`config.mk`:
```
export PLATFORM = sky130hd
export DESIGN_NAME = pcpdoc_top
export DESIGN_NICKNAME = d
export VERILOG_FILES = /design/src/core/pcpdoc_pkg.sv /design/src/core/pcpdoc_top.sv /design/src/core/pcpdoc_deadtime.sv
export VERILOG_INCLUDE_DIRS = /design/src /design/src/core
export SDC_FILE = /design/constraint.sdc
export NUM_CORES = 1
export LEC_CHECK = 0
export ABC_AREA = 1
export BUFFER_PORTS_ARGS = -buffer_cell sky130_fd_sc_hd__buf_4
export CAP_MARGIN = 20
export CORE_MARGIN = 10
export CORE_UTILIZATION = 25
export CTS_BUF_LIST = sky130_fd_sc_hd__clkbuf_16
export DETAILED_ROUTE_END_ITERATION = 10
export GPL_TIMING_DRIVEN = 0
export SLEW_MARGIN = 10
export SYNTH_ARGS = -nofsm -noshare
export SYNTH_HDL_FRONTEND = slang
export SYNTH_HIERARCHICAL = 1
export SYNTH_SLANG_ARGS = --single-unit
```
`constraint.sdc`:
```
create_clock -name clk -period 4 [get_ports clk]
set_input_delay 0.6 -clock clk [delete_from_list [all_inputs] [get_ports clk]]
set_output_delay 0.6 -clock clk [all_outputs]
set_load 0.02 [all_outputs]
```
`src/core/pcpdoc_regs.svh`:
```
// register offsets, field positions, reset values and keys of the pwm output stage
`ifndef PCPDOC_REGS_SVH
`define PCPDOC_REGS_SVH
`define PCPDOC_OFF_PHASE   8'h00
`define PCPDOC_OFF_DT      8'h04
`define PCPDOC_OFF_ALTDT   8'h08
`define PCPDOC_OFF_TRGCTL  8'h0C
`define PCPDOC_OFF_PINCTL  8'h10
`define PCPDOC_OFF_GENCTL  8'h14
`define PCPDOC_OFF_UNLOCK  8'h18
`define PCPDOC_OFF_STATUS  8'h1C
`define PCPDOC_GEN_ITB     9
`define PCPDOC_GEN_DTC     6
`define PCPDOC_GEN_IUE     0
`define PCPDOC_TRG_DIV     12
`define PCPDOC_PIN_HIGH_PIN_OWNER    15
`define PCPDOC_PIN_LOW_PIN_OWNER    14
`define PCPDOC_PIN_HIGH_PIN_POLARITY    13
`define PCPDOC_PIN_POLL    12
`define PCPDOC_PIN_PIN_PAIR_MODE    10
`define PCPDOC_PIN_HIGH_OVERRIDE_ENABLE  9
`define PCPDOC_PIN_LOW_OVERRIDE_ENABLE  8
`define PCPDOC_PIN_OVERRIDE_DATA  6
`define PCPDOC_PIN_FAULT_FORCE_DATA  4
`define PCPDOC_PIN_LIMIT_FORCE_DATA   2
`define PCPDOC_PIN_SWAP    1
`define PCPDOC_PIN_OVERRIDE_SYNC   0
`define PCPDOC_PINCTL_RST  16'hC000
`define PCPDOC_UNLOCK_KEY  16'hA55A
`define PCPDOC_RESP_OKAY   2'h0
`define PCPDOC_RESP_DECERR 2'h3
`endif

```
`src/core/pcpdoc_pkg.sv`:
```
// types shared by the pwm output stage
package pcpdoc_pkg;
  typedef logic [7:0] pcpdoc_addr_t;
  typedef enum logic [1:0] {
    PCPDOC_PM_COMP = 2'b00,
    PCPDOC_PM_RED  = 2'b01,
    PCPDOC_PM_PP   = 2'b10,
    PCPDOC_PM_RSV  = 2'b11
  } pcpdoc_pin_mode_e;
  typedef enum logic [1:0] {
    PCPDOC_TRG_OFF   = 2'b00,
    PCPDOC_TRG_DELAY = 2'b01,
    PCPDOC_TRG_RUN   = 2'b10
  } pcpdoc_trg_state_e;
endpackage : pcpdoc_pkg

```
`src/core/pcpdoc_top.sv`:
```
// pwm generator phase, dead-time, trigger divider and output pin stage
//
// Local design decisions: the register offsets and the AXI4-Lite slave port.
`timescale 1ns/1ps
`include "pcpdoc_regs.svh"
module pcpdoc_top (
  input  wire logic                   clk,
  input  wire logic                   resetn,
  input  wire pcpdoc_pkg::pcpdoc_addr_t s_axi_awaddr,
  input  wire logic                   s_axi_awvalid,
  output logic                        s_axi_awready,
  input  wire logic [31:0]            s_axi_wdata,
  input  wire logic [3:0]             s_axi_wstrb,
  input  wire logic                   s_axi_wvalid,
  output logic                        s_axi_wready,
  output logic [1:0]                  s_axi_bresp,
  output logic                        s_axi_bvalid,
  input  wire logic                   s_axi_bready,
  input  wire pcpdoc_pkg::pcpdoc_addr_t s_axi_araddr,
  input  wire logic                   s_axi_arvalid,
  output logic                        s_axi_arready,
  output logic [31:0]                 s_axi_rdata,
  output logic [1:0]                  s_axi_rresp,
  output logic                        s_axi_rvalid,
  input  wire logic                   s_axi_rready,
  input  wire logic                   module_enable,
  input  wire logic                   write_lock_config,
  input  wire logic                   is_secondary,
  input  wire logic                   period_boundary,
  input  wire logic                   trigger_event,
  input  wire logic                   pwm_raw,
  input  wire logic                   fault_active,
  input  wire logic                   limit_active,
  input  wire logic                   gpio_high,
  input  wire logic                   gpio_low,
  output logic                        high_output,
  output logic                        low_output,
  output logic                        trigger_out,
  output logic                        trigger_irq_req,
  output logic                        use_own_period,
  output logic [15:0]                 phase_offset,
  output logic [15:0]                 own_period
);
  import pcpdoc_pkg::*;

  // software-visible registers
  logic [15:0]       phase_or_period;
  logic [13:0]       primary_dead_time;
  logic [13:0]       alternate_dead_time;
  logic [3:0]        trigger_divide_field;
  logic [5:0]        trigger_start_delay;
  logic [15:0]       output_pin_control;
  logic              independent_timebase;
  logic              immediate_update;
  logic [1:0]        dead_time_control;
  logic              unlocked;

  // active copies used by the output logic
  logic [15:0]       act_phase;
  logic [13:0]       act_dt;
  logic [13:0]       act_alt_dt;
  logic [1:0]        act_ovr_en;
  logic [1:0]        act_ovr_dat;

  // bus slave state
  logic              aw_got;
  logic              w_got;
  pcpdoc_addr_t      wr_addr;
  logic [15:0]       wr_data;
  logic [1:0]        wr_strb;
  logic              wr_fire;
  logic              next_aw_got;
  logic              next_w_got;

  // trigger sequencer
  pcpdoc_trg_state_e trg_state;
  logic [5:0]        start_count;
  logic [3:0]        post_count;

  // output path
  pcpdoc_pin_mode_e  pin_pair_mode;
  logic              pp_phase;
  logic [1:0]        mapped;
  logic [1:0]        timed;
  logic [1:0]        steered;
  logic [1:0]        drive;

  // address match, shared by the write and read decoders
  function automatic logic reg_hit(input pcpdoc_addr_t addr, input pcpdoc_addr_t off);
    reg_hit = (addr[7:2] == off[7:2]);
  endfunction : reg_hit

  // byte-lane merge of a 16-bit register
  function automatic logic [15:0] merge16(input logic [15:0] old_val,
                                          input logic [15:0] new_val,
                                          input logic [1:0]  strb);
    merge16 = {strb[1] ? new_val[15:8] : old_val[15:8],
               strb[0] ? new_val[7:0]  : old_val[7:0]};
  endfunction : merge16

  // address and data may arrive in either order; both are held until used
  assign wr_fire     = aw_got && w_got && !s_axi_bvalid;
  assign next_aw_got = (aw_got || (s_axi_awvalid && s_axi_awready)) && !wr_fire;
  assign next_w_got  = (w_got || (s_axi_wvalid && s_axi_wready)) && !wr_fire;

  // write address and data capture
  always_ff @(posedge clk) begin
    if (!resetn) begin
      aw_got        <= 1'b0;
      w_got         <= 1'b0;
      s_axi_awready <= 1'b0;
      s_axi_wready  <= 1'b0;
      wr_addr       <= 8'h00;
      wr_data       <= 16'h0000;
      wr_strb       <= 2'h0;
    end else begin
      aw_got        <= next_aw_got;
      w_got         <= next_w_got;
      // readies stay low until the response is taken, so only one write is in flight
      s_axi_awready <= !next_aw_got && !wr_fire && !(s_axi_bvalid && !s_axi_bready);
      s_axi_wready  <= !next_w_got && !wr_fire && !(s_axi_bvalid && !s_axi_bready);
      if (s_axi_awvalid && s_axi_awready) begin
        wr_addr <= s_axi_awaddr;
      end
      if (s_axi_wvalid && s_axi_wready) begin
        wr_data <= s_axi_wdata[15:0];
        wr_strb <= s_axi_wstrb[1:0];
      end
    end
  end

  // write response; a locked pin control write is dropped but still answered okay
  always_ff @(posedge clk) begin
    if (!resetn) begin
      s_axi_bvalid <= 1'b0;
      s_axi_bresp  <= `PCPDOC_RESP_OKAY;
    end else if (wr_fire) begin
      s_axi_bvalid <= 1'b1;
      if (reg_hit(wr_addr, `PCPDOC_OFF_STATUS) || wr_addr > `PCPDOC_OFF_STATUS) begin
        s_axi_bresp <= `PCPDOC_RESP_DECERR;
      end else begin
        s_axi_bresp <= `PCPDOC_RESP_OKAY;
      end
    end else if (s_axi_bready) begin
      s_axi_bvalid <= 1'b0;
    end
  end

  // timing registers; only 14 dead-time bits exist, upper bits are never stored
  always_ff @(posedge clk) begin
    if (!resetn) begin
      phase_or_period      <= 16'h0000;
      primary_dead_time    <= 14'h0000;
      alternate_dead_time  <= 14'h0000;
      trigger_divide_field <= 4'h0;
      trigger_start_delay  <= 6'h00;
    end else if (wr_fire) begin
      if (reg_hit(wr_addr, `PCPDOC_OFF_PHASE)) begin
        phase_or_period <= merge16(phase_or_period, wr_data, wr_strb);
      end
      if (reg_hit(wr_addr, `PCPDOC_OFF_DT)) begin
        primary_dead_time <= 14'(merge16({2'h0, primary_dead_time}, wr_data, wr_strb));
      end
      if (reg_hit(wr_addr, `PCPDOC_OFF_ALTDT)) begin
        alternate_dead_time <= 14'(merge16({2'h0, alternate_dead_time}, wr_data,
                                           wr_strb));
      end
      if (reg_hit(wr_addr, `PCPDOC_OFF_TRGCTL)) begin
        if (wr_strb[1]) begin
          trigger_divide_field <= wr_data[`PCPDOC_TRG_DIV +: 4];
        end
        if (wr_strb[0]) begin
          trigger_start_delay <= wr_data[5:0];
        end
      end
    end
  end

  // generator control bits
  always_ff @(posedge clk) begin
    if (!resetn) begin
      independent_timebase <= 1'b0;
      immediate_update     <= 1'b0;
      dead_time_control    <= 2'h0;
    end else if (wr_fire && reg_hit(wr_addr, `PCPDOC_OFF_GENCTL)) begin
      if (wr_strb[1]) begin
        independent_timebase <= wr_data[`PCPDOC_GEN_ITB];
      end
      if (wr_strb[0]) begin
        dead_time_control <= wr_data[`PCPDOC_GEN_DTC +: 2];
        immediate_update  <= wr_data[`PCPDOC_GEN_IUE];
      end
    end
  end

  // pin control with write lock; one key write opens exactly one pin control write
  always_ff @(posedge clk) begin
    if (!resetn) begin
      output_pin_control <= `PCPDOC_PINCTL_RST;
      unlocked           <= 1'b0;
    end else if (wr_fire) begin
      if (reg_hit(wr_addr, `PCPDOC_OFF_UNLOCK)) begin
        unlocked <= (merge16(16'h0000, wr_data, wr_strb) == `PCPDOC_UNLOCK_KEY);
      end
      if (reg_hit(wr_addr, `PCPDOC_OFF_PINCTL) && (!write_lock_config || unlocked)) begin
        output_pin_control <= merge16(output_pin_control, wr_data, wr_strb);
        unlocked           <= 1'b0;
      end
    end
  end

  // read channel; one read at a time, answer one cycle after the address is taken
  always_ff @(posedge clk) begin
    if (!resetn) begin
      s_axi_arready <= 1'b0;
      s_axi_rvalid  <= 1'b0;
      s_axi_rdata   <= 32'h00000000;
      s_axi_rresp   <= `PCPDOC_RESP_OKAY;
    end else if (s_axi_arvalid && s_axi_arready) begin
      s_axi_arready <= 1'b0;
      s_axi_rvalid  <= 1'b1;
      s_axi_rresp   <= `PCPDOC_RESP_OKAY;
      s_axi_rdata   <= 32'h00000000;
      if (reg_hit(s_axi_araddr, `PCPDOC_OFF_PHASE)) begin
        s_axi_rdata[15:0] <= phase_or_period;
      end else if (reg_hit(s_axi_araddr, `PCPDOC_OFF_DT)) begin
        s_axi_rdata[13:0] <= primary_dead_time;
      end else if (reg_hit(s_axi_araddr, `PCPDOC_OFF_ALTDT)) begin
        s_axi_rdata[13:0] <= alternate_dead_time;
      end else if (reg_hit(s_axi_araddr, `PCPDOC_OFF_TRGCTL)) begin
        s_axi_rdata[15:0] <= {trigger_divide_field, 6'h00, trigger_start_delay};
      end else if (reg_hit(s_axi_araddr, `PCPDOC_OFF_PINCTL)) begin
        s_axi_rdata[15:0] <= output_pin_control;
      end else if (reg_hit(s_axi_araddr, `PCPDOC_OFF_GENCTL)) begin
        s_axi_rdata[`PCPDOC_GEN_ITB]      <= independent_timebase;
        s_axi_rdata[`PCPDOC_GEN_DTC +: 2] <= dead_time_control;
        s_axi_rdata[`PCPDOC_GEN_IUE]      <= immediate_update;
      end else if (reg_hit(s_axi_araddr, `PCPDOC_OFF_UNLOCK)) begin
        s_axi_rdata[0] <= unlocked;
      end else if (reg_hit(s_axi_araddr, `PCPDOC_OFF_STATUS)) begin
        s_axi_rdata[15:0] <= {post_count, start_count, trg_state, 2'h0, pp_phase, unlocked};
      end else begin
        s_axi_rresp <= `PCPDOC_RESP_DECERR;
      end
    end else if (s_axi_rvalid) begin
      if (s_axi_rready) begin
        s_axi_rvalid  <= 1'b0;
        s_axi_arready <= 1'b1;
      end
    end else begin
      s_axi_arready <= 1'b1;
    end
  end

  // buffered timing values follow the shadow at period end, or every clock
  always_ff @(posedge clk) begin
    if (!resetn) begin
      act_phase  <= 16'h0000;
      act_dt     <= 14'h0000;
      act_alt_dt <= 14'h0000;
    end else if (immediate_update || period_boundary) begin
      act_phase  <= phase_or_period;
      act_dt     <= primary_dead_time;
      act_alt_dt <= alternate_dead_time;
    end
  end

  // phase value is an offset or this generator's own period, for every pin mode
  always_ff @(posedge clk) begin
    if (!resetn) begin
      use_own_period <= 1'b0;
      phase_offset   <= 16'h0000;
      own_period     <= 16'h0000;
    end else begin
      use_own_period <= independent_timebase;
      phase_offset   <= independent_timebase ? 16'h0000 : act_phase;
      own_period     <= independent_timebase ? act_phase : 16'h0000;
    end
  end

  // override data waits for the period end only when the sync bit asks for it
  always_ff @(posedge clk) begin
    if (!resetn) begin
      act_ovr_en  <= 2'h0;
      act_ovr_dat <= 2'h0;
    end else if (!output_pin_control[`PCPDOC_PIN_OVERRIDE_SYNC] || period_boundary) begin
      act_ovr_en  <= output_pin_control[`PCPDOC_PIN_LOW_OVERRIDE_ENABLE +: 2];
      act_ovr_dat <= output_pin_control[`PCPDOC_PIN_OVERRIDE_DATA +: 2];
    end
  end

  // trigger sequencer: start delay in pwm cycles, then the output divider
  always_ff @(posedge clk) begin
    if (!resetn) begin
      trg_state   <= PCPDOC_TRG_OFF;
      start_count <= 6'h00;
      post_count  <= 4'h0;
    end else if (!module_enable) begin
      trg_state  <= PCPDOC_TRG_OFF;
      post_count <= 4'h0;
    end else begin
      case (trg_state)
        PCPDOC_TRG_OFF: begin
          start_count <= trigger_start_delay;
          trg_state   <= (trigger_start_delay == 6'h00) ? PCPDOC_TRG_RUN : PCPDOC_TRG_DELAY;
        end
        PCPDOC_TRG_DELAY: begin
          if (period_boundary) begin
            start_count <= start_count - 6'h01;
            if (start_count == 6'h01) begin
              trg_state <= PCPDOC_TRG_RUN;
            end
          end
        end
        PCPDOC_TRG_RUN: begin
          if (trigger_event) begin
            post_count <= (post_count == trigger_divide_field) ? 4'h0 : post_count + 4'h1;
          end
        end
        default: begin
          trg_state <= PCPDOC_TRG_OFF;
        end
      endcase
    end
  end

  // one-cycle trigger pulse; events during the start delay are dropped
  always_ff @(posedge clk) begin
    if (!resetn) begin
      trigger_out     <= 1'b0;
      trigger_irq_req <= 1'b0;
    end else begin
      trigger_out     <= 1'b0;
      trigger_irq_req <= 1'b0;
      if (module_enable && trg_state == PCPDOC_TRG_RUN && trigger_event &&
          post_count == trigger_divide_field) begin
        trigger_out     <= 1'b1;
        trigger_irq_req <= !is_secondary;
      end
    end
  end

  // push-pull alternates the active pin each period
  always_ff @(posedge clk) begin
    if (!resetn) begin
      pp_phase <= 1'b0;
    end else if (!module_enable) begin
      pp_phase <= 1'b0;
    end else if (period_boundary) begin
      pp_phase <= !pp_phase;
    end
  end

  // pin mode is read live: software keeps it still while the module runs
  assign pin_pair_mode = pcpdoc_pin_mode_e'(output_pin_control[`PCPDOC_PIN_PIN_PAIR_MODE +: 2]);

  // pair mapping, bit 1 high and bit 0 low
  always_comb begin
    case (pin_pair_mode)
      PCPDOC_PM_COMP: mapped = {pwm_raw, !pwm_raw};
      PCPDOC_PM_RED:  mapped = {pwm_raw, pwm_raw};
      PCPDOC_PM_PP:   mapped = {pwm_raw && !pp_phase, pwm_raw && pp_phase};
      default:        mapped = 2'h0; // reserved mode keeps both inactive
    endcase
  end

  // dead time delays the rising edge of each signal; other codes bypass it
  pcpdoc_deadtime u_deadtime (
    .clk      (clk),
    .resetn   (resetn),
    .enable   (dead_time_control == 2'h0),
    .delay_h  (act_dt),
    .delay_l  (act_alt_dt),
    .in_pair  (mapped),
    .out_pair (timed)
  );

  // swap, then polarity on generator data only
  always_comb begin
    steered = output_pin_control[`PCPDOC_PIN_SWAP] ? {timed[0], timed[1]} : timed;
    steered[1] = steered[1] ^ output_pin_control[`PCPDOC_PIN_HIGH_PIN_POLARITY];
    steered[0] = steered[0] ^ output_pin_control[`PCPDOC_PIN_POLL];
  end

  // forcing order: fault over current limit over software override
  always_comb begin
    drive = steered;
    if (fault_active) begin
      drive = output_pin_control[`PCPDOC_PIN_FAULT_FORCE_DATA +: 2];
    end else if (limit_active) begin
      drive = output_pin_control[`PCPDOC_PIN_LIMIT_FORCE_DATA +: 2];
    end else begin
      if (act_ovr_en[1]) begin
        drive[1] = act_ovr_dat[1];
      end
      if (act_ovr_en[0]) begin
        drive[0] = act_ovr_dat[0];
      end
    end
  end

  // pin ownership: gpio levels pass through when the pwm does not own a pin
  always_ff @(posedge clk) begin
    if (!resetn) begin
      high_output <= 1'b0;
      low_output  <= 1'b0;
    end else begin
      high_output <= output_pin_control[`PCPDOC_PIN_HIGH_PIN_OWNER] ? drive[1] : gpio_high;
      low_output  <= output_pin_control[`PCPDOC_PIN_LOW_PIN_OWNER] ? drive[0] : gpio_low;
    end
  end
endmodule : pcpdoc_top

```
`src/core/pcpdoc_deadtime.sv`:
```
// rising-edge delay for the high and low drive signals
`timescale 1ns/1ps
module pcpdoc_deadtime (
  input  wire logic        clk,
  input  wire logic        resetn,
  input  wire logic        enable,
  input  wire logic [13:0] delay_h,
  input  wire logic [13:0] delay_l,
  input  wire logic [1:0]  in_pair,
  output logic      [1:0]  out_pair
);
  logic [13:0] delay_sel [2];

  assign delay_sel[0] = delay_l;
  assign delay_sel[1] = delay_h;

  // one counter per signal; falling edges pass at once, rising edges wait
  generate
    for (genvar i = 0; i < 2; i++) begin : g_edge
      logic [13:0] count;
      always_ff @(posedge clk) begin
        if (!resetn) begin
          count       <= 14'h0000;
          out_pair[i] <= 1'b0;
        end else if (!in_pair[i]) begin
          count       <= 14'h0000;
          out_pair[i] <= 1'b0;
        end else if (!enable || count >= delay_sel[i]) begin
          out_pair[i] <= 1'b1;
        end else begin
          count <= count + 14'h0001;
        end
      end
    end
  endgenerate
endmodule : pcpdoc_deadtime

```
==> run summary, run 1 <==
The die is 234.5 µm wide. The final setup skew was 27.08 ps; the synthesized area per cell was 7.433 µm². The final layout contains routed wiring with a total length of 37,200 µm. Summing the areas of all compound-gate instances in the mapped netlist gives 16.13% of the synthesized area. For this configuration, the core starts out at a cell density of 25.34%. In this run the static leakage power is 6.116 nW.

Counting the buffers created by CTS gives 29. Yosys printed 6 warnings. Yosys attributes the largest share of cell area to dfxtp_1 (44%), nand2_1 (7.7%), nor2_1 (7.0%), a21oi_1 (6.8%), o21ai_0 (6.7%). The max-slew violation count was 0; the routability congestion estimate from global placement was 0.8991. The class of the tightest hold or removal check is input pin to flip-flop. The iteration-0 DRC count of the detailed router is 818. In this run the worst setup path begins at resetn. The final hold slack is 181.7 ps. In this run the tightest slew margin relative to its limit is 38.24%.

The library cells used most frequently in the layout, excluding fill and tap cells, are dfxtp_1 (252), nand2_1 (236), nor2_1 (214), inv_1 (200), a21oi_1 (157). In the final routed layout, each cell accounts on average for 16.01 µm. The category of the worst setup path capture point is a flip-flop. The number of optimization iterations in the first detailed-route pass is 6, and the adder and majority gate portion of the synthesized area is 3.591%.

Input and output buffers added on the ports amount to 108. The synthesis-to-finish area growth was 22.27%; the total number of clock tree sinks was 252. The count of H-tree levels built during CTS is 1.

Summed over all nets, the half-perimeter wirelength after detailed placement is 28,950 µm. The register bit total from synthesis came out at 252. The sequential group share of total power was 44.8%. The worst setup path is launched from an input pin. Setup violations remaining at the end of the flow were counted as 0.

For the pin with the worst max-slew slack, the measured transition is 926.4 ps. Power spread over the standard cell area amounts to 416.9 nW/µm². The root buffer cell chosen for the clock tree is clkbuf_16.

Leaving out fill and tap cells, the most frequent cell in the layout is dfxtp_1. Along the worst hold path, the cell count comes to 2. The startpoint of the lowest-slack register-to-register path was immediate_update$_SDFFE_PN0P_. In this run the worst path has a maximum fanout of 10. The mapped cell area was 11,500 µm²; the cell count after synthesis was 1,547. The floorplan step defined a die boundary enclosing 54,970 µm². The mean number of vias per cell works out to 4.550.

The combinational family with the most area after synthesis was simple AND/OR/NAND/NOR gates. Measured in cells, the most critical reg-to-reg path has a length of 5. The relative contribution of combinational cells to total power is 9.9%, and the switching fraction of total power is 26.86%.

TritonCTS built the clock tree. The logs give 0 for the final hold violation count and 2050 ps for the reg2reg setup slack. In this run the biggest area consumer among cell types represents 43.87% of the synthesized area.

Summing the areas of all and, or, nand and nor instances in the mapped netlist gives 25.27% of the synthesized area. Clock-pin slew was measured on the worst setup and hold paths at 60 ps. The overall fraction of global-route tracks in use came out at 13.32%.

The first global-routing pass estimated 57,700 µm of wire. The logs give 506.9 MHz for the fmax and 0 ps for the sum of negative setup slack. The setup slack after placement is 1484 ps, and the maximum ir drop on the vdd rail is 0.3110 mV. The number of antenna diodes in the final layout is 0. The remaining global-route overflow is 0. The final layout contains 1,803 nets. For the count of distinct cell types in the synthesized netlist, the log shows 49. The most critical setup path has its endpoint at own_period[15]$_SDFF_PN0_. The share of cells above drive strength 1 is 15.15%, and the data arrival time of the worst path is 2470 ps. The run gives 45.4% as the share of power burned in the clock network. The tools report the buffers inserted during post-CTS setup optimization as 0. Cell internal power was estimated by the tool at 4.287 mW. In this run, post-CTS hold repair placed 0 buffers.

Setup repair after global routing left no endpoint under its margin. The residual DRC count is 0, and the die outline height is 234.5 µm. Of all cell types, the one taking the most synthesized area is dfxtp_1.

The area of the placeable core is 45,380 µm². The class of the most critical setup path was input pin to flip-flop. The final critical-path required period was 1973 ps.

The remaining antenna violation count is 0. The maximum number of pins on one net before global-route repair was 16; the required time at the worst-slack endpoint was 4490 ps. The tool flagged a number of max-cap violations equal to 0. Pin placement for this block handled 147 I/O pins. For the initial antenna violation count, the log shows 1. For the worst-skew pair, the clock arrives at the later sink with an insertion delay of 580 ps. Proportion of synthesized area in mux cells: 0%.

The number of placement rows is 78. No sink is reached through more buffers than the 3 on the longest clock path. The sequential share of the synthesized area was 43.87%; the net switching power was 1.574 mW. The worst register-to-register path ends at act_alt_dt[13]$_SDFFE_PN0P_. After Yosys synthesis, XOR and XNOR cells account for 0.8379% of the synthesized area. The final cycle utilization of the critical path came out at 49.32%.

The run gives 10,040 as the number of global-route vias before repair. In the post-route analysis, the smallest setup slack over all paths is 2027 ps. For this block, the via count after detailed routing is 10,570. The run finished with clean final reports. For the number of cells upsized or downsized after cts, the log shows 0.
-- synthesized netlist by cell type, drive strengths merged --
| cell | n |
|---|---|
| nor2 | 245 |
| dfxtp | 252 |
| or2 | 2 |
| a211oi | 12 |
| clkbuf | 33 |
| nor4 | 2 |
| o211ai | 8 |
| nor3 | 18 |
| nor2b | 1 |
| o21a | 1 |
| o22ai | 2 |
| nand2 | 247 |
| inv | 207 |
| xor2 | 7 |
| nand3 | 69 |
| and3 | 1 |
| o21bai | 2 |
| xnor2 | 4 |
| o21ai | 165 |
| clkinv | 5 |
| conb | 1 |
| a21boi | 1 |
| nand4 | 34 |
| nand3b | 2 |
| ha | 33 |
| a21oi | 159 |
| buf | 34 |
-- kinds of logic after synthesis --
family                   Yosys count
other                              1
AND/OR/NAND/NOR                  621
flip-flops                       252
XOR/XNOR                          11
AO/OA/AOI/OAI                    350
adder cells (fa/ha/maj)           33
buffers and inverters            279
-- how the worst min path moves through the flow --
stage | startpoint | end | slack (ps)
2_1_floorplan | w_got$_SDFF_PN0_ | s_axi_wready$_SDFF_PN0_ | 420
3_3_place_gp | w_got$_SDFF_PN0_ | s_axi_wready$_SDFF_PN0_ | 440
3_5_place_dp | w_got$_SDFF_PN0_ | s_axi_wready$_SDFF_PN0_ | 440
4_1_cts | is_secondary | trigger_irq_req$_SDFF_PN0_ | 160
5_1_grt | is_secondary | trigger_irq_req$_SDFF_PN0_ | 170
6_report | is_secondary | trigger_irq_req$_SDFF_PN0_ | 180
-- routing by layer --
metal  routed length (µm)  global-route usage (%)
met1                16530                   17.39
met2                17110                   21.66
met3                 2435                   2.697
met4                 1116                   4.246
met5                   13                       0
-- power by group through the flow --
stage                     clock network [mW]  registers, mW  logic (mW)
after floorplan                            0           2.68       0.364
after global placement                     0           2.68       0.569
after detailed placement                   0           2.68       0.575
after CTS                               2.70           2.62       0.578
after global routing                    2.80           2.63       0.644
final                                   2.66           2.62       0.578
-- cell type report --
cell class / instances / area [µm²]
fill: 4826 / 31320
multi-input combinational: 1031 / 5329
sequential: 252 / 5045
timing repair buffer: 108 / 810.8
inverter: 212 / 800.8
tap: 600 / 750.7
clock buffer: 29 / 725.7
buffer: 67 / 380.4
clock inverter: 24 / 217.7
-- critical path: stages --
cell and delay (ps):
buf_4 140, clkbuf_1 710, nand2_1 520, clkbuf_1 340
nor2_1 140
-- registers in the layout, summed over array words and instances (netlist names), 2 cells and up --
signal and count:
output_pin_control 16, s_axi_rdata 16, act_dt 14, start_count 6
wr_addr 6, wr_strb 2, wr_data 16, phase_or_period 16
own_period 16, act_alt_dt 14, u_deadtime/g_edge.count 28, dead_time_control 2
primary_dead_time 14, act_phase 16, trigger_divide_field 4, alternate_dead_time 14
u_deadtime/out_pair 2, post_count 4, act_ovr_dat 2, act_ovr_en 2
trigger_start_delay 6, trg_state 2, phase_offset 16
-- through the flow --
stage	util (%)	cells	cell area (µm²)	power [mW]
3_3_place_gp	28.90	2270	13120	3.246
3_5_place_dp	28.90	2270	13120	3.253
5_1_grt	30.98	2323	14060	6.076
6_report	30.98	2323	14060	5.861
2_1_floorplan	-	1562	11550	3.042
4_1_cts	30.98	2323	14060	5.905
Note: power is estimated with default switching activity, not from simulation.
==> inputs of run 2 (changes only) <==
Clock period 4 ns to 1.65 ns, I/O delays scaled along.
==> run 2 against run 1 <==
The flow now finishes with violations (negative setup slack). Final area is 8.2% higher. Combinational power increased to 3.0 times the previous value. Largest power group unchanged. Clock power increased by 140%. Largest cell class unchanged. Setup slack got worse by 2100 ps. Die area stayed put. Worst hold slack got worse by 160 ps. Final cell count increased by 2.2%. Critical path type is now flip-flop to flip-flop. Flip-flop and latch count is the same. Global-route usage grew 0.34 points. Non-clock buffer count rose by 51.
==> run summary, run 2 (synthesized netlist as in run 1, its figures left out) <==
The run gives -81.89 ps (-2109 ps) as the final worst setup slack. The cell chosen for the clock root was clkbuf_16. The worst hold path belongs to the class input pin to flip-flop. The required time at the worst-slack endpoint is 2150 ps (-2340 ps). The maximum ir drop on the vdd rail is 0.7650 mV (+150%). Following the worst setup path forward leads to its endpoint at u_deadtime/g_edge[0].count[13]$_SDFFE_PN0N_. The run gives 577.4 MHz as the fmax.

The total wirelength of the detailed-routed design was 38,900 µm (+4.6%). The synthesis-to-finish area growth is 32.25%, and the cell leakage power is 6.471 nW (+5.8%). The switching fraction of total power was 27.35% (+0.49 points); the iteration-0 DRC count of the detailed router was 805 (-1.6%). The normalized max-slew margin came out at 42.96% (+4.7 points).

The count of buffers inserted at the top-level ports is 108 (unchanged). Number of optimization iterations in the first detailed-route pass: 6 (unchanged). The run gives 252 (unchanged) as the total number of clock tree sinks. The relative contribution of combinational cells to total power was 11.9% (+2.0 points). Initial core utilization: 25.34% (unchanged). The tools report the remaining global-route overflow as 0 (unchanged). The critical-path maximum fanout came out at 4 (-6).

The maximum number of pins on one net before global-route repair came out at 16 (unchanged). The run gives 43.7% (-1.1 points) as the sequential group share of total power. The run gives 0.8991 (unchanged) as the routability congestion estimate from global placement. The top cell types in the final layout, fill and taps aside, are nand2_1 (214), dfxtp_1 (208), nor2_1 (202), inv_1 (187), a21oi_1 (152).

Internal cell power: 10.58 mW (+150%). The boundary pin count was 147 (unchanged); the net switching power was 3.983 mW (+150%). TritonCTS built the clock tree. The met3 routing resource usage after global routing came out at 2.601% (-0.096 points).

The library cell used most frequently in the layout, excluding fill and tap cells, is nand2_1. The fraction of met2 tracks used by global routing was 22.59% (+0.93 points); the final cycle utilization of the critical path was 105.0%. After layout, the minimum clock period comes to 1732 ps.

The run gives 59,330 µm (+2.8%) as the first-pass GRT wire length. The logs give 28,950 µm (unchanged) for the post-detailed-placement half-perimeter wirelength and 5892 µm² (+11%) for the area of the multi-input gates. The run gives 45,380 µm² (unchanged) as the area of the placeable core. The CTS clock-pin slew for the worst setup and hold paths is 70 ps (about the same).

The width of the die was 234.5 µm (unchanged). For the data arrival time of the worst path, the log shows 2230 ps (-240 ps). The final-report setup violation count came out at 12 (+12). The logs give 24.51 ps (-2.576 ps) for the final setup skew and 0 (unchanged) for the residual DRC count. The category of the worst setup path capture point was a flip-flop. The count of H-tree levels built during CTS is 1 (unchanged). The tools report the overall fraction of global-route tracks in use as 13.66% (+0.34 points). The detail-routed net length per standard cell was 16.38 µm (+2.3%); the cell depth of the worst flop-to-flop path was 8 (+3).

The final reports fail on negative setup slack. For the number of buffers created by CTS, the log shows 29 (unchanged). The number of inserted filler cells in the final layout came out at 4,722 (-2.2%).

The tools report the power after layout as 14.56 mW (+150%). The measured slew at the worst slew-check pin came out at 855.7 ps (-70.69 ps). The max-capacitance violation count is 0 (unchanged), and the power density of the placed cells is 957.5 nW/µm² (+130%). Share of power burned in the clock network: 44.4% (-1.0 points). The global routing's busiest layer is met2. The share of cells above drive strength 1 is 24.34% (+9.2 points). Setup repair after global routing could not meet its margin everywhere.

The later-pin clock latency in the skew report is 580 ps (about the same), and the count of non-filler cells in the finished layout is 2,375 (+2.2%). The capture instance of the worst register-to-register path is u_deadtime/g_edge[0].count[13]$_SDFFE_PN0N_. The number of antenna diodes was 0 (unchanged); the initial antenna violation count was 1 (unchanged). For the area enclosed by the die boundary, the log shows 54,970 µm² (unchanged). The number of placement rows was 78 (unchanged); the number of global-route vias before repair was 10,360 (+3.1%). The area taken by flip-flops and latches is 5120 µm² (+1.5%). The die outline height is 234.5 µm (unchanged), and the mean number of vias per cell is 4.613 (+1.4%). The tools report the final hold violation count as 0 (unchanged). The logs give 1,855 (+2.9%) for the number of nets in the final layout and 3 (unchanged) for the buffer depth of the longest clock path.

The run gives 2,270 (unchanged) as the total instance count after detailed placement. The remaining antenna violation count came out at 0 (unchanged). The flow ran to the end, but the final reports show violations.

The startpoint of the lowest-slack register-to-register path is dead_time_control[1]$_SDFFE_PN0P_. The number of vias after detailed routing is 10,960 (+3.7%), and the met1 global-route usage is 17.70% (+0.31 points). Max-slew violation count: 0 (unchanged). The register with the most flip-flops in the final layout is u_deadtime/g_edge.count.

The tools report the start point of the critical path as dead_time_control[1]$_SDFFE_PN0P_. The flip-flop count of the largest register, all copies and words added is 28 (unchanged), and the reg2reg setup slack is -80 ps (-2130 ps). The launching element type of the critical path was a flip-flop. The class of the most critical setup path is flip-flop to flip-flop.
[run 2: area by class of cell]
cell class	instances	area share, %
well taps	600	4.937
plain buffers	67	2.732
clock buffers	29	4.772
inverters	212	5.364
repair buffers	159	8.351
flip-flops and latches	252	33.67
clock inverters	24	1.432
multi-input cells	1032	38.74
[run 2: worst min-delay path by stage]
stage	start	end	slack (ps)	depth (start not counted)
detailed placement	is_secondary	trigger_irq_req$_SDFF_PN0_	420	2
floorplan	is_secondary	trigger_irq_req$_SDFF_PN0_	330	1
global placement	is_secondary	trigger_irq_req$_SDFF_PN0_	420	2
finish	module_enable	trigger_out$_SDFF_PN0_	20	3
global route	module_enable	trg_state[0]$_SDFFE_PN0P_	30	3
CTS	module_enable	trg_state[0]$_SDFFE_PN0P_	10	3
[run 2: layer usage]
layer | up-vias | share of wire (%)
met1 | 5126 | 44
li1 | 5406 | -
met5 | - | 0.033
met3 | 75 | 6.5
met2 | 348 | 47
met4 | 2 | 2.8
[run 2: power groups by stage]
| stage | Combinational, mW | Clock, mW | Sequential, mW |
|---|---|---|---|
| 2_1_floorplan | 0.884 | 0 | 6.49 |
| 3_3_place_gp | 1.38 | 0 | 6.49 |
| 3_5_place_dp | 1.40 | 0 | 6.49 |
| 4_1_cts | 1.57 | 6.56 | 6.35 |
| 5_1_grt | 1.91 | 6.79 | 6.38 |
| 6_report | 1.74 | 6.46 | 6.36 |
[run 2: critical path, cell delays in order (launching register included)]
cell and delay, ps:
dfxtp_1 330, nor2_2 230, inv_2 160, nor2_2 250
nand4_1 170, nor2_1 220, nand3_2 90, nor2b_1 130
nor2_1 70
[run 2: stage by stage]
stage / setup TNS [ps] / setup WS [ps] / cell area [µm²] / hold WS, ps / util (%)
final: -548.7 / -81.89 / 15210 / 19.91 / 33.51
after global routing: -3048 / -151.7 / 15210 / 28.35 / 33.51
after CTS: 0 / 0.2311 / 14690 / 13.16 / 32.37
after detailed placement: -37270 / -513.8 / 13120 / 420.0 / 28.90
after global placement: -32400 / -383.8 / 13120 / 415.6 / 28.90
after floorplan: 0 / 32.93 / 11550 / 326.8 / -
[run 2: repair_timing]
item	in CTS	in global routing
pin swaps	32	38
hold endpoints to repair	25	0
hold buffers	26	0
resized for setup	87	116
buffers inserted	6	14
endpoints found under the setup margin	74	73
gates cloned	3	3
